<file path="src/pkg/tbx_pkg.sv">
// package: register map, field layout, reset values and timing of the 10base-t/self-test bank
package tbx_pkg;

    // ****************************************
    // register offsets
    // ****************************************
    localparam logic [4:0] OFS_TENBASE_T_STATUS_CONTROL       = 5'h1A;
    localparam logic [4:0] OFS_DRIVER_TEST_SELFTEST_EXTENSION = 5'h1B;

    // ****************************************
    // field positions, tenbase_t_status_control
    // ****************************************
    localparam int TB_RSV_TOP_BIT   = 15;
    localparam int TB_RSV_HI        = 14;
    localparam int TB_RSV_LO        = 12;
    localparam int TB_SQUELCH_HI    = 11;
    localparam int TB_SQUELCH_LO    = 9;
    localparam int TB_WRAP_OFF_BIT  = 8;
    localparam int TB_LP_OFF_BIT    = 7;
    localparam int TB_FORCE_LNK_BIT = 6;
    localparam int TB_INV_FORCE_BIT = 5;
    localparam int TB_POLARITY_BIT  = 4;
    localparam int TB_AUTO_FIX_BIT  = 3;
    localparam int TB_SIL_MSB_BIT   = 2;
    localparam int TB_SQE_OFF_BIT   = 1;
    localparam int TB_GUARD_OFF_BIT = 0;

    // ****************************************
    // field positions, driver_test_selftest_extension
    // ****************************************
    localparam int DT_ERRCNT_HI     = 15;
    localparam int DT_ERRCNT_LO     = 8;
    localparam int DT_RSV_BIT       = 7;
    localparam int DT_MII_CLK_BIT   = 6;
    localparam int DT_GAPLESS_BIT   = 5;
    localparam int DT_PATT_ON_BIT   = 4;
    localparam int DT_PULLUP_BIT    = 3;
    localparam int DT_GAP_SEL_BIT   = 2;
    localparam int DT_PATT_SEL_HI   = 1;
    localparam int DT_PATT_SEL_LO   = 0;

    // ****************************************
    // reset values and error counter limit
    // ****************************************
    localparam logic [2:0] RST_SQUELCH   = 3'h4;
    localparam logic       RST_SIL_MSB   = 1'b1;
    localparam logic [7:0] ERRCNT_MAX    = 8'hFF;

    // ****************************************
    // timing
    // ****************************************
    localparam int CLK_PERIOD_NS  = 4;
    localparam int GAP_SHORT_NS   = 10000;
    localparam int GAP_LONG_NS    = 15000;
    localparam int GAP_SHORT_CYC  = GAP_SHORT_NS / CLK_PERIOD_NS;
    localparam int GAP_LONG_CYC   = GAP_LONG_NS / CLK_PERIOD_NS;

    // ****************************************
    // types
    // ****************************************
    typedef enum logic [1:0] {
        TBX_PATT_DATA_EOP0 = 2'b00,
        TBX_PATT_DATA_EOP1 = 2'b01,
        TBX_PATT_LINK_PLS  = 2'b10,
        TBX_PATT_MAN_ONES  = 2'b11
    } tbx_patt_t;

    typedef struct packed {
        logic [2:0] rsv;
        logic [2:0] squelch;
        logic       wrap_off;
        logic       lp_off;
        logic       force_link;
        logic       inv_force;
        logic       auto_fix_off;
        logic       sil_msb;
        logic       sqe_off;
        logic       guard_off;
    } tbx_ctl_t;

    typedef struct packed {
        logic       rsv;
        logic       mii_clk_on;
        logic       gapless;
        logic       patt_on;
        logic       gap_long;
        tbx_patt_t  patt_sel;
    } tbx_ext_t;

endpackage : tbx_pkg

</file>
<file path="src/core/tbx_gap_timer.sv">
// gap timer that paces 10 mb driver test sequences
`timescale 1ns/1ps
module tbx_gap_timer #(
    parameter int SHORT_CYC = tbx_pkg::GAP_SHORT_CYC,
    parameter int LONG_CYC  = tbx_pkg::GAP_LONG_CYC
) (
    input  wire logic i_core_clk,
    input  wire logic i_reset,
    input  wire logic i_run,
    input  wire logic i_long_gap,
    output logic      o_gap_done
);

    localparam int CW = $clog2(LONG_CYC + 1);

    logic [CW-1:0] cnt_q;
    logic [CW-1:0] cnt_d;
    logic          done_q;
    wire  [CW-1:0] limit_w = i_long_gap ? CW'(LONG_CYC - 1) : CW'(SHORT_CYC - 1);
    wire           hit_w   = i_run && (cnt_q >= limit_w);

    assign cnt_d = (!i_run || hit_w) ? '0 : cnt_q + CW'(1);

    always_ff @(posedge i_core_clk) begin
        if (i_reset) begin
            cnt_q  <= '0;
            done_q <= 1'b0;
        end else begin
            cnt_q  <= cnt_d;
            done_q <= hit_w;
        end
    end

    assign o_gap_done = done_q;

endmodule : tbx_gap_timer

</file>
<file path="src/core/tbx_regs.sv">
// 10base-t status/control and driver-test/self-test extension registers
//
// Operation
// RULE1: three-bit squelch field sets squelch threshold, reset 100
// RULE2: wrap-off bit ORed with basic control loopback
// RULE3: link pulse disable stops normal link pulses
// RULE4: force-link bit ORed with host force input
// RULE5: force bit treats receive polarity as inverted
// RULE6: polarity status mirrored; either read clears both
// RULE7: disable bit stops automatic polarity correction
// RULE8: scale msb plus detect bit selects silence
// RULE9: heartbeat bit acts only in 10 half-duplex
// RULE10: jabber disable bit affects only 10base-t
// RULE11: eight-bit read-only self-test nibble error counter
// RULE12: error counter cleared when self-test restarts
// RULE13: error counter saturates at FF, never wraps
// RULE14: mii clock bit forces tx/rx clocks on
// RULE15: gapless bit plus self-test gives continuous data
// RULE16: software sets jabber disable before 10 continuous
// RULE17: pattern enable makes driver send test pattern
// RULE18: pull-up follows bit; cleared on hard reset only
// RULE19: software keeps pull-up off on shared bus
// RULE20: gap bit selects 15 us or 10 us
// RULE21: top bit reads zero; reserved fields written zero
// RULE22: two-bit select picks driver test pattern
// RULE23: polarity status holds one until read
`timescale 1ns/1ps
module tbx_regs (
    input  wire logic        i_core_clk,
    input  wire logic        i_reset,
    input  wire logic        i_soft_reset,
    // management register port
    input  wire logic        i_reg_wr,
    input  wire logic        i_reg_rd,
    input  wire logic [4:0]  i_reg_addr,
    input  wire logic [15:0] i_reg_wdata,
    output logic      [15:0] o_reg_rdata,
    // device context
    input  wire logic        i_basic_ctrl_loopback,
    input  wire logic        i_host_link_force_input,
    input  wire logic        i_sd_cfg_bit10,
    input  wire logic        i_speed_100,
    input  wire logic        i_full_duplex,
    input  wire logic        i_rmii_slave,
    input  wire logic        i_main_status_read,
    input  wire logic        i_inversion_seen,
    input  wire logic        i_selftest_enable,
    input  wire logic        i_selftest_restart,
    input  wire logic        i_nibble_error,
    // controls out
    output logic [2:0]       o_squelch_sel,
    output logic             o_ten_meg_wrap_off,
    output logic             o_link_pulse_tx_off,
    output logic             o_forced_link_good,
    output logic             o_inversion_force,
    output logic             o_polarity_status,
    output logic             o_auto_inversion_fix_off,
    output logic [1:0]       o_silence_threshold_sel,
    output logic             o_sqe_test_on,
    output logic             o_long_tx_guard_on,
    output logic             o_mii_clocks_on,
    output logic             o_selftest_gapless_tx,
    output logic             o_driver_pattern_on,
    output logic [1:0]       o_driver_pattern_select,
    output logic             o_test_sequence_start,
    output logic             o_mgmt_line_pullup_on
);

    // ****************************************
    // state
    // ****************************************
    tbx_pkg::tbx_ctl_t ctl_q;
    tbx_pkg::tbx_ctl_t ctl_d;
    tbx_pkg::tbx_ext_t ext_q;
    tbx_pkg::tbx_ext_t ext_d;
    logic              pullup_q;
    logic              pol_q;
    logic [7:0]        errcnt_q;
    logic [7:0]        errcnt_d;
    logic [15:0]       rdata_q;
    logic [2:0]        pin_sync_q;
    logic              force_in_q;
    logic [17:5]       out_q;
    logic [1:0]        sil_q;
    logic [2:0]        squelch_q;
    logic [1:0]        psel_q;
    logic              seq_start_w;

    // ****************************************
    // decode
    // ****************************************
    wire sel_ctl_w  = (i_reg_addr == tbx_pkg::OFS_TENBASE_T_STATUS_CONTROL);
    wire sel_ext_w  = (i_reg_addr == tbx_pkg::OFS_DRIVER_TEST_SELFTEST_EXTENSION);
    wire wr_ctl_w   = i_reg_wr && sel_ctl_w;
    wire wr_ext_w   = i_reg_wr && sel_ext_w;
    wire rd_ctl_w   = i_reg_rd && sel_ctl_w;
    wire any_rst_w  = i_reset || i_soft_reset;

    // top bit is never stored, so it cannot read back as one
    wire [15:0] ctl_view_w = {1'b0, ctl_q.rsv, ctl_q.squelch, ctl_q.wrap_off, ctl_q.lp_off,
                              ctl_q.force_link, ctl_q.inv_force, pol_q, ctl_q.auto_fix_off,
                              ctl_q.sil_msb, ctl_q.sqe_off, ctl_q.guard_off}; // RULE21
    wire [15:0] ext_view_w = {errcnt_q, ext_q.rsv, ext_q.mii_clk_on, ext_q.gapless,
                              ext_q.patt_on, pullup_q, ext_q.gap_long, ext_q.patt_sel};
    wire [15:0] rd_mux_w   = sel_ctl_w ? ctl_view_w : (sel_ext_w ? ext_view_w : 16'h0000);

    assign ctl_d = wr_ctl_w ? tbx_pkg::tbx_ctl_t'({
                       i_reg_wdata[tbx_pkg::TB_RSV_HI:tbx_pkg::TB_RSV_LO],
                       i_reg_wdata[tbx_pkg::TB_SQUELCH_HI:tbx_pkg::TB_SQUELCH_LO],
                       i_reg_wdata[tbx_pkg::TB_WRAP_OFF_BIT:tbx_pkg::TB_INV_FORCE_BIT],
                       i_reg_wdata[tbx_pkg::TB_AUTO_FIX_BIT:tbx_pkg::TB_GUARD_OFF_BIT]})
                   : ctl_q; // RULE21 RULE1

    assign ext_d = wr_ext_w ? tbx_pkg::tbx_ext_t'({
                       i_reg_wdata[tbx_pkg::DT_RSV_BIT:tbx_pkg::DT_PATT_ON_BIT],
                       i_reg_wdata[tbx_pkg::DT_GAP_SEL_BIT:tbx_pkg::DT_PATT_SEL_LO]})
                   : ext_q;

    // restart wins over a counted error in the same cycle
    assign errcnt_d = i_selftest_restart ? 8'h00 :                                  // RULE12
                      (i_nibble_error && errcnt_q != tbx_pkg::ERRCNT_MAX)           // RULE13
                      ? errcnt_q + 8'h01 : errcnt_q;                                // RULE11

    // ****************************************
    // register storage
    // ****************************************
    always_ff @(posedge i_core_clk) begin
        if (any_rst_w) begin
            ctl_q         <= '0;
            ctl_q.squelch <= tbx_pkg::RST_SQUELCH;     // RULE1
            ctl_q.sil_msb <= tbx_pkg::RST_SIL_MSB;     // RULE8
            ext_q         <= '0;
        end else begin
            ctl_q <= ctl_d;
            ext_q <= ext_d;
        end
    end

    // pull-up survives soft reset
    always_ff @(posedge i_core_clk) begin
        if (i_reset) begin
            pullup_q <= 1'b0;                          // RULE18
        end else if (wr_ext_w) begin
            pullup_q <= i_reg_wdata[tbx_pkg::DT_PULLUP_BIT];
        end
    end

    // set wins over a clear from either register read
    always_ff @(posedge i_core_clk) begin
        if (any_rst_w) begin
            pol_q <= 1'b0;
        end else if (i_inversion_seen) begin
            pol_q <= 1'b1;                             // RULE23
        end else if (rd_ctl_w || i_main_status_read) begin
            pol_q <= 1'b0;                             // RULE6
        end
    end

    always_ff @(posedge i_core_clk) begin
        if (any_rst_w) begin
            errcnt_q <= 8'h00;
            rdata_q  <= 16'h0000;
        end else begin
            errcnt_q <= errcnt_d;
            if (i_reg_rd) begin
                rdata_q <= rd_mux_w;
            end
        end
    end

    // ****************************************
    // pin synchroniser for the host force input
    // ****************************************
    always_ff @(posedge i_core_clk) begin
        if (i_reset) begin
            pin_sync_q <= 3'h0;
            force_in_q <= 1'b0;
        end else begin
            pin_sync_q <= {pin_sync_q[1:0], i_host_link_force_input};
            if (pin_sync_q[1] == pin_sync_q[2]) begin
                force_in_q <= pin_sync_q[2];
            end
        end
    end

    // ****************************************
    // test sequence pacing
    // ****************************************
    tbx_gap_timer #(
        .SHORT_CYC (tbx_pkg::GAP_SHORT_CYC),
        .LONG_CYC  (tbx_pkg::GAP_LONG_CYC)
    ) u_gap (
        .i_core_clk (i_core_clk),
        .i_reset    (any_rst_w),
        .i_run      (ext_q.patt_on),
        .i_long_gap (ext_q.gap_long),                  // RULE20
        .o_gap_done (seq_start_w)
    );

    // ****************************************
    // control outputs
    // ****************************************
    wire wrap_off_w  = ctl_q.wrap_off | i_basic_ctrl_loopback;                   // RULE2
    wire lp_off_w    = ctl_q.lp_off;                                             // RULE3
    wire link_good_w = ctl_q.force_link | force_in_q;                            // RULE4
    wire inv_w       = ctl_q.inv_force;                                          // RULE5
    wire fix_off_w   = ctl_q.auto_fix_off;                                       // RULE7
    wire sqe_w       = !i_speed_100 && !i_full_duplex && !ctl_q.sqe_off;         // RULE9
    wire guard_w     = !i_speed_100 && !ctl_q.guard_off;                         // RULE10
    wire mii_w       = ext_q.mii_clk_on | !i_rmii_slave;                         // RULE14
    wire gapless_w   = ext_q.gapless & i_selftest_enable;                        // RULE15
    wire patt_w      = ext_q.patt_on;                                            // RULE17

    // outputs leave from flops, so each control lags its bit by one cycle
    always_ff @(posedge i_core_clk) begin
        if (i_reset) begin
            out_q     <= '0;
            sil_q     <= 2'b00;
            squelch_q <= tbx_pkg::RST_SQUELCH;
            psel_q    <= 2'b00;
        end else begin
            out_q     <= {wrap_off_w, lp_off_w, link_good_w, inv_w, pol_q, fix_off_w,
                          sqe_w, guard_w, mii_w, gapless_w, patt_w, seq_start_w,
                          pullup_q};
            sil_q     <= {ctl_q.sil_msb, i_sd_cfg_bit10};                       // RULE8
            squelch_q <= ctl_q.squelch;                                          // RULE1
            psel_q    <= patt_w ? ext_q.patt_sel : 2'b00;                        // RULE22
        end
    end

    assign o_reg_rdata              = rdata_q;
    assign o_squelch_sel            = squelch_q;
    assign o_ten_meg_wrap_off       = out_q[17];
    assign o_link_pulse_tx_off      = out_q[16];
    assign o_forced_link_good       = out_q[15];
    assign o_inversion_force        = out_q[14];
    assign o_polarity_status        = out_q[13];
    assign o_auto_inversion_fix_off = out_q[12];
    assign o_silence_threshold_sel  = sil_q;
    assign o_sqe_test_on            = out_q[11];
    assign o_long_tx_guard_on       = out_q[10];
    assign o_mii_clocks_on          = out_q[9];
    assign o_selftest_gapless_tx    = out_q[8];
    assign o_driver_pattern_on      = out_q[7];
    assign o_driver_pattern_select  = psel_q;
    assign o_test_sequence_start    = out_q[6];
    assign o_mgmt_line_pullup_on    = out_q[5];
endmodule : tbx_regs

</file>
<file path="config.mk">
export PLATFORM = sky130hd
export DESIGN_NAME = tbx_regs
export DESIGN_NICKNAME = d
export VERILOG_FILES = /design/src/pkg/tbx_pkg.sv /design/src/core/tbx_gap_timer.sv /design/src/core/tbx_regs.sv
export SDC_FILE = /design/constraint.sdc
export NUM_CORES = 1
export LEC_CHECK = 0
export BUFFER_PORTS_ARGS = -buffer_cell sky130_fd_sc_hd__buf_2
export CORE_MARGIN = 10
export CORE_UTILIZATION = 35
export CTS_CLUSTER_DIAMETER = 50
export CTS_CLUSTER_SIZE = 16
export DETAILED_ROUTE_END_ITERATION = 10
export SLEW_MARGIN = 20
export SYNTH_ARGS = -nofsm -noshare
export SYNTH_HDL_FRONTEND = slang
export SYNTH_SLANG_ARGS = --single-unit
</file>
<file path="constraint.sdc">
create_clock -name i_core_clk -period 2.6 [get_ports i_core_clk]
set_clock_uncertainty 0.2 [all_clocks]
set_input_delay 0.13 -clock i_core_clk [delete_from_list [all_inputs] [get_ports i_core_clk]]
set_output_delay 0.13 -clock i_core_clk [all_outputs]
set_load 0.01 [all_outputs]
</file>
### Yosys cells after proc, flatten, opt, wreduce, memory -nomap -nowiden

Index checks and enable logic that the tools add are counted.

* reduce and logical (&&, ||, !) cells: 21
* multiplexer cells: 5
* bitwise gates (word level): 5
* $add $sub $neg: 2
* equality and inequality tests: 4
* order comparisons: 1

Operators by type and width (count)
* 16-bit 2-to-1 mux: 2
* 12-bit by 1-bit adder with 12-bit output, second input constant: 1
* 12-bit >= comparator: 1
* 11-bit 2-to-1 mux: 1
* 5-bit equality test, second input constant: 2
* 8-bit by 1-bit adder with 8-bit output, second input constant: 1
* 1-bit logical AND: 8
* 8-bit != test, second input constant: 1
* 1-bit logical NOT: 6
* 2-bit OR reduction: 3
* 1-bit logical OR: 3
* 1-bit bitwise OR: 3
* 1-bit 2-to-1 mux: 2
* 2-bit nonzero test: 1
* 1-bit bitwise AND: 1
* 1-bit equality test: 1
* 1-bit inverter: 1

* word-level logic and storage cells: 66
* register bits: 84
* output and inout port bits: 36
* input bits: 37

### Depth between registers and ports, before layout

* depth in word-level cells: 5
* gate-level depth with buffers: 7
* gate-level depth less buffers: 6

### Modules after synthesis

From an unflattened synthesis, not the netlist that was laid out.

* cell total of the unflattened synthesis: 374
* area total of the unflattened synthesis: 3664.8 um2

By module, submodules not included
* tbx_regs: seq. area each 1421.4 um2, times used 1, area each 2862.7 um2, cells each 296
* tbx_gap_timer: seq. area each 260.2 um2, times used 1, area each 802.0 um2, cells each 78

### Worst setup path after synthesis

OpenSTA, ideal clock, no wires.

* kind: reg-to-reg
* start point: register ext_q[2] (netlist name)
* end point: register u_gap.cnt_q[10]
* cell stages (with the launch flop): 8
* period minus slack after synthesis: 2.001 ns
* required time: 2.326 ns
* arrival time: 1.727 ns
* buffers on the path: 1
* path slack: 0.599 ns
* setup time: 0.074 ns
* path through: dfxtp_1 > inv_1 > ha_1 > and4_1 > and3_1 > a211o_1 > buf_6 > nor3_2

* cells in the longest elaborated chain, start to end: 5

RTL lines
* start: declaration: RTL line tbx_regs.sv:74 `tbx_pkg::tbx_ext_t ext_q;`
* start signal: assignment: RTL line tbx_regs.sv:135 `ext_q <= ext_d;`
* 11-bit 2-to-1 mux: RTL line tbx_gap_timer.sv:19 `wire [CW-1:0] limit_w = i_long_gap ? CW'(LONG_CYC - 1) : CW'(SHORT_CYC - 1);`
* 12-bit >= comparator: RTL line tbx_gap_timer.sv:20 `wire hit_w = i_run && (cnt_q >= limit_w);`
* 1-bit logical AND: RTL line tbx_gap_timer.sv:20
* 1-bit logical OR: RTL line tbx_gap_timer.sv:22 `assign cnt_d = (!i_run || hit_w) ? '0 : cnt_q + CW'(1);`
* 2-bit OR reduction (no source line)
* end signal: assignment: RTL line tbx_gap_timer.sv:29 `cnt_q <= cnt_d;`
* end: declaration: RTL line tbx_gap_timer.sv:16 `logic [CW-1:0] cnt_q;`

Every way passes these cells.
A chain may end at the register's enable or synchronous reset.

### Worst setup path in the final report

* start point: register ext_q[2] (netlist name)
* end point: register u_gap.cnt_q[11]

Same word-level chain as after synthesis.

==> key figures <==
GRT
  • Grt met3 use: around 3.4%
  • Grt met2 use: 18.7%
  • GRT Util Overall: between 10% and 20%
  • First-pass GRT wire length: 13,600 um
  • Initial antenna violation count: 0
  • GR met1 Demand/Resource: 15.0%
  • GR peak layer: met2
  • Vias in the first global route: 2,662
  • Largest net degree at the start of global routing: 37
  • Total global routing overflow: 0

Worst setup path
  • Reg2reg end: u_gap.cnt_q[11]
  • Critical path startpoint: ext_q[2]
  • Slowest stage cell, crit path: a211o_1
  • Crit path buf inv count: 1
  • Worst setup EP type: flip-flop
  • Crit Path Max Fanout: 13
  • Crit path depth: 6
  • Critical path's top delay family: simple AND/OR/NAND/NOR gates
  • Req. time, crit path: roughly 2.7 ns
  • Critical path startpoint category: flip-flop
  • Critical path type: flip-flop to flip-flop
  • R2R Path Start: ext_q[2]
  • CP Cell Sequence: inv_1 > ha_1 > and4_1 > and3_1 > a211o_1 > nor3_1
  • Largest stage delay, worst path: 0.53 ns
  • Worst reg2reg path depth: 6
  • Crit path DAT: 2.45 ns
  • R2r setup slk: 0.21 ns

Floorplan
  • Die W: between 100 and 150 um
  • Row count: 35
  • Core area: approximately 9300 um2
  • Die height: 118 um
  • Initial Utilization: a little over a third
  • Die area: roughly 14,000 um2
  • Num ports: 73

Synthesis
  • Mean Syn Cell Area: about 10 um2
  • Synth Register Bits: 84
  • Syn Nets: 380
  • Number of flops mapped to enable cells by yosys: 0
  • Sequential share of the synthesized area: 50.1%
  • Main synth FF type: dfxtp_1
  • Synth unique cells: 40
  • Synth top area share: between 50% and 60%
  • Area contributors post-synth: dfxtp_1 (50%), mux2i_1 (6.9%), nor2_1 (6.3%)
  • Post-Syn Area: 3360 um2
  • Yosys warns: 0
  • Top cells by instance count after synthesis: dfxtp_1 (84), nor2_1 (56), mux2i_1 (23)
  • Most common cell in the synthesized netlist: dfxtp_1
  • Ys async rst share: 0%
  • Largest area contributor in the netlist: dfxtp_1
  • Post-Synthesis Cells: between 300 and 400

Timing
  • Worst-margin pin slew: 0.701 ns
  • Max_slew headroom: 53.3%
  • Final setup viols: 0
  • Final Max Tran Viols: 0
  • Fin. Hold Viols: 0
  • WHS: 0.0400 ns
  • Setup TNS: 0 ns
  • Peak Freq: 418 MHz
  • Period utilisation layout: 92.1%
  • Final Critical Period: between 2 and 2.5 ns
  • Unrepaired setup endpoints after global routing: false

Layout
  • Layout area overhead: 27.5%
  • Layout Cells excl Fill: 564
  • Share of layout cells above drive strength 1: ~28%
  • Fillers: 923
  • Nets: 477
  • ANT cells: 0

Job
  • Max-Cap Viols: 0

Detailed routing
  • DR vias: 2,622
  • Vias per cell: 4.65
  • Wirelength per Cell: 14.5 um
  • DRT Pass-1 Iters: 5
  • Post-route ant nets: 0
  • Final WL: 8170 um
  • DRT iter0 DRCs: ~170
  • DRC violations left: 0

Min path
  • Hold Path Depth: 3
  • Hold endpoint: errcnt_q[0]
  • Type of the worst min-delay path: primary input to flip-flop
  • Hold_sp: i_selftest_restart

Placement
  • Post-DP HPWL: 5590 um
  • Gp weighted congestion: between 0.7 and 0.8
  • Number of cells in the design after placement: 519
  • Buffers added on ports: 71

Clock tree
  • CTS root buffer: clkbuf_8
  • Worst-path clk slew: 0.09 ns
  • Clock latency on the worst-skew pair: 0.35 ns
  • Setup repair bufs after CTS: 0
  • Clk buf depth: 2
  • CTS tree: done
  • Number of buffers created by CTS: 9
  • H-tree depth: 3
  • Clock sinks: 84

Power and ir drop
  • Power Total: 2260 uW
  • Leak Pwr: 0.00174 uW
  • Peak supply drop: ~0.24 mV
  • Power per cell area: ~530 nW/um2

Status
  • Outcome: complete, no violations
==> cell families after synthesis <==
kind of cell / count (synthesis) / share of synthesized area (%)
multiplexers: 38 / 11.9
XOR/XNOR: 13 / 3.39
flip-flops: 84 / 50.1
AO/OA/AOI/OAI: 34 / 7.27
adder cells (fa/ha/maj): 9 / 3.36
AND/OR/NAND/NOR: 128 / 20.2
buffers and inverters: 28 / 3.77
==> metrics by stage <==
step	instance area, um2	utilization [%]	setup WS (ns)
3_5_place_dp	3810	41.0	0.183
3_3_place_gp	3810	41.0	0.308
4_1_cts	4280	46.1	0.197
2_1_floorplan	3360	-	0.599
6_report	4280	46.1	0.206
5_1_grt	4280	46.1	0.0868
==> repair_timing <==
| action | CTS | global route |
|---|---|---|
| hold buffers | 30 | 0 |
| resized for setup | 0 | 0 |
| hold endpoints to repair | 31 | 0 |
==> cell type report <==
cell class | count | area (um2) | area share [%]
flip-flops and latches | 84 | 1680 | 39.3
multi-input cells | 222 | 1550 | 36.2
repair buffers | 104 | 678 | 15.8
well taps | 129 | 161 | 3.77
clock buffers | 9 | 124 | 2.89
clock inverters | 6 | 48.8 | 1.14
inverters | 10 | 37.5 | 0.877
==> sequential cells by signal, summed over array words and instances, names as in the netlist, 2 cells and up <==
name                     flops
ctl_q                       11
errcnt_q                     8
ext_q                        6
o_driver_pattern_select      2
o_reg_rdata                 16
o_silence_threshold_sel      2
o_squelch_sel                3
out_q                       13
pin_sync_q                   3
u_gap.cnt_q                 12
==> power by group <==
group / switching [uW] / internal (uW) / leakage, uW
combinational: 62.5 / 67.5 / 0.000983
clock: 485 / 350 / 0.0000783
sequential: 3.88 / 1290 / 0.000679
total: 551 / 1710 / 0.00174
==> layout by cell type (no fill, tap or decap), types with 6 or more instances in the layout <==
| cell | Yosys | final |
|---|---|---|
| dfxtp_1 | 84 | 84 |
| buf_2 | 5 | 71 |
| nor2_1 | 56 | 56 |
| dlygate4sd3_1 | 0 | 30 |
| mux2i_1 | 23 | 23 |
| mux2_2 | 15 | 15 |
| a22oi_1 | 15 | 15 |
| nor2b_1 | 15 | 15 |
| nor3_2 | 10 | 10 |
| nor3_1 | 9 | 9 |
| nand2_1 | 9 | 9 |
| ha_1 | 9 | 9 |
| clkbuf_8 | 0 | 9 |
| inv_1 | 8 | 8 |
| nand3_1 | 8 | 8 |
| xnor2_1 | 8 | 8 |
| and3_1 | 6 | 6 |
==> routing by layer <==
metal	vias up	share of wire (%)
li1	1350	-
met1	1201	49
met2	63	44
met3	8	4.6
met4	0	1.7
met5	-	0
==> worst reg2reg max path, delay by kind of cell, from the launching register on <==
family / cells / cell delay (ns)
fa+ha+maj: 1 / 0.31
compound gates: 1 / 0.53
flops: 1 / 0.44
buf+inv: 1 / 0.14
simple gates: 3 / 0.68
==> worst max path at each step <==
stage | end | slack [ns]
global placement | u_gap.o_gap_done | 0.31
finish | u_gap.cnt_q[11] | 0.21
CTS | u_gap.cnt_q[11] | 0.20
detailed placement | u_gap.cnt_q[11] | 0.18
floorplan | u_gap.cnt_q[10] | 0.60
global route | u_gap.cnt_q[11] | 0.09
Power figures use the tool's default switching activity.
